===== config.mk =====
export PLATFORM = sky130hd
export DESIGN_NAME = cnd_exec
export DESIGN_NICKNAME = d
export VERILOG_FILES = /design/src/rtl/cnd_pkg.sv /design/src/rtl/cnd_dec_if.sv /design/src/rtl/cnd_field_dec.sv /design/src/rtl/cnd_exec.sv
export SDC_FILE = /design/constraint.sdc
export NUM_CORES = 1
export LEC_CHECK = 0
export ABC_AREA = 1
export BUFFER_PORTS_ARGS = -buffer_cell sky130_fd_sc_hd__buf_2
export CORE_MARGIN = 4
export CORE_UTILIZATION = 32
export CTS_CLUSTER_DIAMETER = 200
export DETAILED_ROUTE_END_ITERATION = 16
export MAX_ROUTING_LAYER = met4
export PLACE_DENSITY_LB_ADDON = 0.1
export SETUP_SLACK_MARGIN = 0.02
export SLEW_MARGIN = 15
export SYNTH_ARGS = -nofsm -noshare
export SYNTH_HDL_FRONTEND = slang
export SYNTH_SLANG_ARGS = --single-unit

===== constraint.sdc =====
create_clock -name clk_i -period 1.5 [get_ports clk_i]
set_clock_uncertainty 0.05 [all_clocks]
set_input_delay 0.15 -clock clk_i [delete_from_list [all_inputs] [get_ports clk_i]]
set_output_delay 0.15 -clock clk_i [all_outputs]
set_load 0.05 [all_outputs]

===== src/rtl/cnd_pkg.sv =====
// Notes on behaviour
// RULE1: Immediate is sign-extended to 32 bits.
// RULE2: Write one if unequal, else zero.
// RULE3: Eight-bit selector picks custom function.
// RULE4: Result-write flag routes result to general register.
// RULE5: Operand-read flag one means general register.
// RULE6: Cleared flag addresses custom register file.
// RULE7: Two operands and three indices go out.
// RULE8: Opcodes 0x18 and 0x32 in low bits.
package cnd_pkg;
  localparam int XLEN         = 32;
  localparam int IDX_W        = 5;
  localparam int SEL_W        = 8;
  localparam int IMM_W        = 16;
  localparam int OPC_W        = 6;
  localparam int OPC_LSB      = 0;
  localparam int A_LSB        = 27;
  localparam int B_LSB        = 22;
  localparam int C_LSB        = 17;
  localparam int IMM_LSB      = 6;
  localparam int READRA_BIT   = 16;
  localparam int READRB_BIT   = 15;
  localparam int WRITERC_BIT  = 14;
  localparam int SEL_LSB      = 6;
  localparam logic [OPC_W-1:0] OPC_CMPNEI = 6'h18;
  localparam logic [OPC_W-1:0] OPC_CUSTOM = 6'h32;
  localparam logic [XLEN-1:0]  WORD_ZERO  = 32'h0000_0000;
  localparam logic [XLEN-1:0]  WORD_ONE   = 32'h0000_0001;
  localparam logic [IDX_W-1:0] IDX_ZERO   = 5'h00;
  localparam logic [SEL_W-1:0] SEL_ZERO   = 8'h00;
  typedef enum logic [1:0] {
    CND_IDLE,
    CND_WAIT
  } cnd_state_t;
endpackage


===== src/rtl/cnd_dec_if.sv =====
`timescale 1ns/1ps
interface cnd_dec_if;
  import cnd_pkg::*;
  logic [XLEN-1:0]  instr;
  logic             is_cmpnei;
  logic             is_custom;
  logic [IDX_W-1:0] idx_a;
  logic [IDX_W-1:0] idx_b;
  logic [IDX_W-1:0] idx_c;
  logic [XLEN-1:0]  imm_ext;
  logic [SEL_W-1:0] sel;
  logic             read_a;
  logic             read_b;
  logic             write_c;
  modport dec (input instr, output is_cmpnei, is_custom, idx_a, idx_b, idx_c, imm_ext, sel, read_a, read_b, write_c);
  modport use_side (output instr, input is_cmpnei, is_custom, idx_a, idx_b, idx_c, imm_ext, sel, read_a, read_b,
                    write_c);
endinterface


===== src/rtl/cnd_field_dec.sv =====
`timescale 1ns/1ps
module cnd_field_dec (
  cnd_dec_if.dec d
);
  import cnd_pkg::*;
  wire [OPC_W-1:0] opc_w = d.instr[OPC_LSB +: OPC_W];
  wire [IMM_W-1:0] imm_w = d.instr[IMM_LSB +: IMM_W];
  assign d.is_cmpnei = (opc_w == OPC_CMPNEI); // [RULE8]
  assign d.is_custom = (opc_w == OPC_CUSTOM); // [RULE8]
  assign d.idx_a     = d.instr[A_LSB +: IDX_W];
  assign d.idx_b     = d.instr[B_LSB +: IDX_W];
  assign d.idx_c     = d.instr[C_LSB +: IDX_W];
  assign d.imm_ext   = {{(XLEN-IMM_W){imm_w[IMM_W-1]}}, imm_w}; // [RULE1]
  assign d.sel       = d.instr[SEL_LSB +: SEL_W]; // [RULE3]
  assign d.read_a    = d.instr[READRA_BIT]; // [RULE5]
  assign d.read_b    = d.instr[READRB_BIT]; // [RULE5]
  assign d.write_c   = d.instr[WRITERC_BIT]; // [RULE4]
endmodule


===== src/rtl/cnd_exec.sv =====
`timescale 1ns/1ps
module cnd_exec (
  input  wire logic                  clk_i,
  input  wire logic                  sys_rst_i,
  input  wire logic                  instr_valid_i,
  input  wire logic [cnd_pkg::XLEN-1:0]  instr_i,
  input  wire logic [cnd_pkg::XLEN-1:0]  src_one_val_i,
  input  wire logic [cnd_pkg::XLEN-1:0]  src_two_val_i,
  input  wire logic                  ci_done_i,
  input  wire logic [cnd_pkg::XLEN-1:0]  ci_result_i,
  output logic                       busy_o,
  output logic                       ci_start_o,
  output logic [cnd_pkg::SEL_W-1:0]  ci_sel_o,
  output logic [cnd_pkg::XLEN-1:0]   ci_dataa_o,
  output logic [cnd_pkg::XLEN-1:0]   ci_datab_o,
  output logic [cnd_pkg::IDX_W-1:0]  ci_a_o,
  output logic [cnd_pkg::IDX_W-1:0]  ci_b_o,
  output logic [cnd_pkg::IDX_W-1:0]  ci_c_o,
  output logic                       ci_readra_o,
  output logic                       ci_readrb_o,
  output logic                       ci_writerc_o,
  output logic                       gpr_we_o,
  output logic [cnd_pkg::IDX_W-1:0]  gpr_waddr_o,
  output logic [cnd_pkg::XLEN-1:0]   gpr_wdata_o
);
  import cnd_pkg::*;

  cnd_dec_if dif ();
  assign dif.instr = instr_i;
  cnd_field_dec u_dec (
    .d (dif)
  );

  cnd_state_t       state_r;
  cnd_state_t       state_nxt;
  logic             wrc_r;
  logic [IDX_W-1:0] c_r;

  wire take_w      = instr_valid_i && (state_r == CND_IDLE);
  wire do_cmp_w    = take_w && dif.is_cmpnei;
  wire do_ci_w     = take_w && dif.is_custom;
  wire ne_w        = (src_one_val_i != dif.imm_ext); // [RULE1]
  // General-register operand only when its read flag is set; else zero
  wire [XLEN-1:0] opa_w = dif.read_a ? src_one_val_i : WORD_ZERO; // [RULE5] [RULE6]
  wire [XLEN-1:0] opb_w = dif.read_b ? src_two_val_i : WORD_ZERO; // [RULE5] [RULE6]
  wire ci_fin_w    = (state_r == CND_WAIT) && ci_done_i;
  wire ci_wr_w     = ci_fin_w && wrc_r; // [RULE4]

  always_comb begin
    state_nxt = state_r;
    case (state_r)
      CND_IDLE: begin
        if (do_ci_w) begin
          state_nxt = CND_WAIT;
        end
      end
      CND_WAIT: begin
        if (ci_done_i) begin
          state_nxt = CND_IDLE;
        end
      end
      default: begin
        state_nxt = CND_IDLE;
      end
    endcase
  end

  always_ff @(posedge clk_i) begin
    if (sys_rst_i) begin
      state_r <= CND_IDLE;
      wrc_r   <= 1'b0;
      c_r     <= IDX_ZERO;
    end else begin
      state_r <= state_nxt;
      if (do_ci_w) begin
        wrc_r <= dif.write_c;
        c_r   <= dif.idx_c;
      end
    end
  end

  always_ff @(posedge clk_i) begin
    if (sys_rst_i) begin
      ci_start_o   <= 1'b0;
      ci_sel_o     <= SEL_ZERO;
      ci_dataa_o   <= WORD_ZERO;
      ci_datab_o   <= WORD_ZERO;
      ci_a_o       <= IDX_ZERO;
      ci_b_o       <= IDX_ZERO;
      ci_c_o       <= IDX_ZERO;
      ci_readra_o  <= 1'b0;
      ci_readrb_o  <= 1'b0;
      ci_writerc_o <= 1'b0;
    end else begin
      ci_start_o <= do_ci_w;
      if (do_ci_w) begin
        ci_sel_o     <= dif.sel; // [RULE3]
        ci_dataa_o   <= opa_w; // [RULE7]
        ci_datab_o   <= opb_w; // [RULE7]
        ci_a_o       <= dif.idx_a; // [RULE7]
        ci_b_o       <= dif.idx_b; // [RULE7]
        ci_c_o       <= dif.idx_c; // [RULE7]
        ci_readra_o  <= dif.read_a; // [RULE6]
        ci_readrb_o  <= dif.read_b; // [RULE6]
        ci_writerc_o <= dif.write_c; // [RULE6]
      end
    end
  end

  always_ff @(posedge clk_i) begin
    if (sys_rst_i) begin
      busy_o      <= 1'b0;
      gpr_we_o    <= 1'b0;
      gpr_waddr_o <= IDX_ZERO;
      gpr_wdata_o <= WORD_ZERO;
    end else begin
      busy_o   <= (state_nxt == CND_WAIT);
      gpr_we_o <= do_cmp_w || ci_wr_w;
      if (do_cmp_w) begin
        gpr_waddr_o <= dif.idx_b;
        gpr_wdata_o <= ne_w ? WORD_ONE : WORD_ZERO; // [RULE2]
      end else if (ci_wr_w) begin
        gpr_waddr_o <= c_r; // [RULE4]
        gpr_wdata_o <= ci_result_i;
      end
    end
  end
endmodule


== Yosys cells after proc, flatten, opt, wreduce, memory -nomap -nowiden ==
Index checks and enable logic that the tools add are counted.
Cells by class
  add/subtract/negate cells: 0
  multiply operators: 0
  divide/modulo/power cells: 0
  order comparisons: 0
  eq/ne operators: 5
  shifts and indexed selects: 0
  mux-type cells: 10
  bitwise gates (word level): 0
  reductions and logical operators: 8
Operators by type and width (count)
  32-bit two-way mux: 4
  32-bit inequality test: 1
  5-bit two-way mux: 2
  6-bit by 5-bit == test with 1-bit output (second input constant): 1
  6-bit == test (second input constant): 1
  1-bit logical AND: 5
  2-bit by 1-bit == test with 1-bit output (second input constant): 2
  2-bit two-way mux: 2
  2-bit case mux with 2 select lines: 1
  2-bit logical NOT: 1
  2-bit nonzero test: 1
  1-bit logical OR: 1
  1-bit two-way mux: 1
Storage, ports and cells
  bits in registers: 132
  bits in latches: 0
  RAM bits: 0
  ROM bits: 0
  input port bits: 132
  output and inout port bits: 130
  word-level logic and storage cells: 38
  memories kept: 0

== Logic depth before layout (Yosys ltp) ==
  depth after elaboration: 6
  mapped depth: 10
  depth with buffers taken out: 9

== By module ==
Synthesis repeated with hierarchy kept, for this count alone.
Second synthesis, totals
  cell total of the unflattened synthesis: 812
  area, all modules: 5929.4 um^2
By module, submodules not included
  cnd_exec: instances 1, cells each 741, area an instance 5442.7 um^2, seq. area each 2642.5 um^2
  cnd_field_dec: instances 1, cells each 71, area an instance 486.7 um^2, seq. area each 0.0 um^2

== Worst setup path before layout ==
No wires, ideal clock.
  path type: register to register
  from: register, netlist name ci_writerc_o
  to: register gpr_wdata_o[10] (netlist bit)
  setup time: 120 ps
  arrival: 1459 ps
  required time: 1330 ps
  setup slack: -129 ps
  stages on the path, launching flop included: 8
  buffers on the path: 2
  clock period less this slack: 1629 ps
  cell sequence: dfxtp_1 > inv_1 > nor3_1 > inv_1 > buf_2 > clkbuf_1 > nand2_1 > a21oi_1
RTL lines
  end signal: assignment: RTL line cnd_exec.sv:121  | gpr_wdata_o <= ne_w ? WORD_ONE : WORD_ZERO;
  end signal: assignment: RTL line cnd_exec.sv:124  | gpr_wdata_o <= ci_result_i;
  end: declaration: RTL line cnd_exec.sv:24  | output logic [cnd_pkg::XLEN-1:0] gpr_wdata_o

== Worst setup path in the final report ==
  from: register state_r[1]
  to: register ci_a_o[1] (netlist bit)
Between the ends
  longest elaborated chain between the ends: 3
Ends and longest elaborated chain
  start: declaration: RTL line cnd_exec.sv:34  | cnd_state_t state_r;
  start signal: assignment: RTL line cnd_exec.sv:74  | state_r <= state_nxt;
  2-bit logical NOT: RTL line cnd_exec.sv:39  | wire take_w = instr_valid_i && (state_r == CND_IDLE);
  1-bit logical AND: RTL line cnd_exec.sv:39
  1-bit logical AND: RTL line cnd_exec.sv:41  | wire do_ci_w = take_w && dif.is_custom;
  end signal: assignment: RTL line cnd_exec.sv:100  | ci_a_o <= dif.idx_a;
  end: declaration: RTL line cnd_exec.sv:16  | output logic [cnd_pkg::IDX_W-1:0] ci_a_o,
Every way passes these cells.
A chain may end at the register's enable or synchronous reset.

==> out/qor.yml <==
synth_seq_cells: 132
timing.final.crit_period_ps: 1500
place.port_buffers: 261
grt_most_used_layer: "met2"
setup.worst_path.start_class: "flip-flop"
timing.critical_path.slowest_stage_cell: "sky130_fd_sc_hd__dfxtp_2"
syn_nets: 836
synth_cell_types: 20
report.final.setup_viol: 0
timing_worst_slew_pin_value_ps: 566
globalRouteTotalUtil: 0.204
ctsLongestPathBuffers: 2
final_hold_viol_count: 0
hp-class: "in -> reg"
cp_cell_sequence: "or2_4 > nor2_4 > nand2_4 > clkinv_8 > buf_16 > buf_12 > o21ai_2 > nor2_1"
cts-buffers-inserted: 17
min_period_over_period: 0.999
power.leakage_uw: 0.00421
grt_pass1_wl_um: 28800
yosys-top-cells-area: "sky130_fd_sc_hd__dfxtp_1 (51%), sky130_fd_sc_hd__nand2_1 (15%), sky130_fd_sc_hd__a21oi_1 (12%)"
cp.arrival_ps: 1790
cp_slowest_stage_delay_ps: 320
crit_fanout: 13
grt.met2_usage: 0.336
cp_top_family: "simple AND/OR/NAND/NOR gates"
h-tree-depth: 4
drtIter0Drc: 255
clk_pin_slew_worst_paths_ps: 60
seq_area_frac_synth: 0.512
dieArea_mm2: 0.0182
synthDominantCellAreaShare: 0.512
grt_overflow: 0
placement_rows: 46
ys_async_sr_fraction: 0
setup.worst_path.end_class: "flip-flop"
globalRouteMet1Util: 0.243
ys_dominant_reg_cell: "sky130_fd_sc_hd__dfxtp_1"
dp.final_hpwl_um: 12400
yosys_warnings: 0
netlist_top_cells_count: "sky130_fd_sc_hd__nand2_1 (203), sky130_fd_sc_hd__dfxtp_1 (132), sky130_fd_sc_hd__a21oi_1 (123), sky130_fd_sc_hd__nand3_1 (73), sky130_fd_sc_hd__inv_1 (44)"
post-synth-top-count-cell: "sky130_fd_sc_hd__nand2_1"
clock_insertion_delay_at_the_later_pin_of_the_skew_report_ps: 410
crit_required_ps: 1790
tritoncts: "done"
critical_path_class: "reg -> reg"
run_status: "completed"
die_width_um: 135
initial_standard_cell_utilization_of_the_core: 0.326
synthToLayoutAreaGrowth_pct: 73.9
holdWs_ps: 27.1
fp.dieH_um: 135
max-vdd-ir-drop_mv: 0.718
core_region_area_mm2: 0.0158
design_power_total_uw: 8330
drt-wirelength-per-cell_um: 15.5
use_met3: 0.0544
pin_count: 262
drc: 0
drive_above_1_share: 0.323
route.detailed.vias_per_inst: 4.57
drv_slew: 0
finalSetupTns_ps: 0
pin_count_of_the_biggest_net_entering_global_routing: 56
detail-route-antenna-nets: 0
detailedRoute.firstPassIterationCount: 4
first_global_vias: 5793
synth_top_cell_by_area: "sky130_fd_sc_hd__dfxtp_1"
synth_edf_count: 0
post_synth_instance_area_mm2: 0.00516
grt_antenna_before_repair: 2
max_cap_violations: 0
rsz0062_at_grt: "true"
synth_area_per_cell_um2: 7.33
layout.nets: 1224
clkSinkCount: 132
synthesis.instances: 703
slew_headroom: 0.623
ratio_of_total_power_to_cell_area_mw_per_mm2: 929
vias: 6033
worstPathBufferInverterCount: 3
drt_wl_total_um: 20400
fmax_mhz: 668
cts_root_buf: "sky130_fd_sc_hd__clkbuf_16"
dp_worst_setup_slack_ps: -16.6
fin_ws_ps: 2.12
finalWeightedCongestion: 0.751
## routing by layer
layer  up-vias  share of wire
met5         -              0
met4         0          0.013
met3        18          0.074
met2       228           0.48
met1      2722           0.43
li1       3065              -
## what timing repair did
item                                    CTS  global route
cloned                                    0            12
endpoints found under the setup margin   28           123
endpoints found under the hold margin   122             1
buffers inserted                          0             6
pin swaps                                 0             3
resized for setup                         4            45
hold buffers                            117             1
## cell families (layout without fill, tap and decap cells)
family / count (synthesis) / count (layout) / share of synthesized area
AOI/OAI and AO/OA: 151 / 151 / 0.147
other: 1 / 3 / 0.000727
adders and majority gates: 1 / 1 / 0.00243
and+or+nand+nor: 325 / 325 / 0.258
buffers and inverters: 93 / 493 / 0.0793
DFF: 132 / 132 / 0.512
## flip-flops by register name, indices dropped and copies added, names as in the netlist, 5 cells and up
register     flops
ci_a_o           5
ci_b_o           5
ci_c_o           5
ci_dataa_o      32
ci_datab_o      32
ci_sel_o         8
gpr_waddr_o      5
gpr_wdata_o     32
## final cells by class
| cell class | count | area (um2) |
|---|---|---|
| diodes | 2 | 5.00 |
| clock buffers | 22 | 474 |
| clock inverters | 9 | 104 |
| fillers | 1479 | 6860 |
| inverters | 45 | 181 |
| multi-input cells | 478 | 2200 |
| flip-flops and latches | 132 | 2650 |
| well taps | 216 | 270 |
| repair buffers | 417 | 3090 |
## worst register-to-register path: stages (launching register included)
cell	delay, ps
sky130_fd_sc_hd__dfxtp_2	320
sky130_fd_sc_hd__or2_4	230
sky130_fd_sc_hd__nor2_4	130
sky130_fd_sc_hd__nand2_4	120
sky130_fd_sc_hd__clkinv_8	130
sky130_fd_sc_hd__buf_16	160
sky130_fd_sc_hd__buf_12	120
sky130_fd_sc_hd__o21ai_2	50
sky130_fd_sc_hd__nor2_1	120
## layout by cell type (no fill, tap or decap), drive strengths merged, types with 2 or more instances in the layout
cell	synthesis	final
diode	0	2
clkbuf	22	30
dlygate4sd3	0	118
clkinv	1	6
inv	44	44
buf	26	291
a21oi	123	123
nor2	41	41
nand3	73	73
bufinv	0	2
clkinvlp	0	2
nor3	2	2
o21ai	28	28
nand4	4	4
dfxtp	132	132
nand2	203	203
## final timing paths
check	from	endpoint	slack, ps	depth (start not counted)
setup / recovery	state_r[1]	ci_a_o[1]	2	8
hold / removal	instr_i[21]	ci_c_o[4]	30	3
setup reg to reg	state_r[1]	ci_a_o[1]	2	8
hold reg to reg	gpr_wdata_o[11]	gpr_wdata_o[11]	400	2
## report_power, final
group | leakage, uW | internal [uW] | total, uW | switching [uW]
registers | 0.00106 | 3510 | 3520 | 4.21
logic | 0.00286 | 403 | 735 | 332
clock network | 0.000282 | 2560 | 4080 | 1520
## stage by stage
stage	cell area, um2	std cells	util
2_1_floorplan	5160	703	-
3_3_place_gp	6760	1152	0.427
3_5_place_dp	6760	1152	0.427
4_1_cts	8520	1300	0.539
5_1_grt	8970	1321	0.567
6_report	8970	1321	0.567
Power figures use the tool's default switching activity.
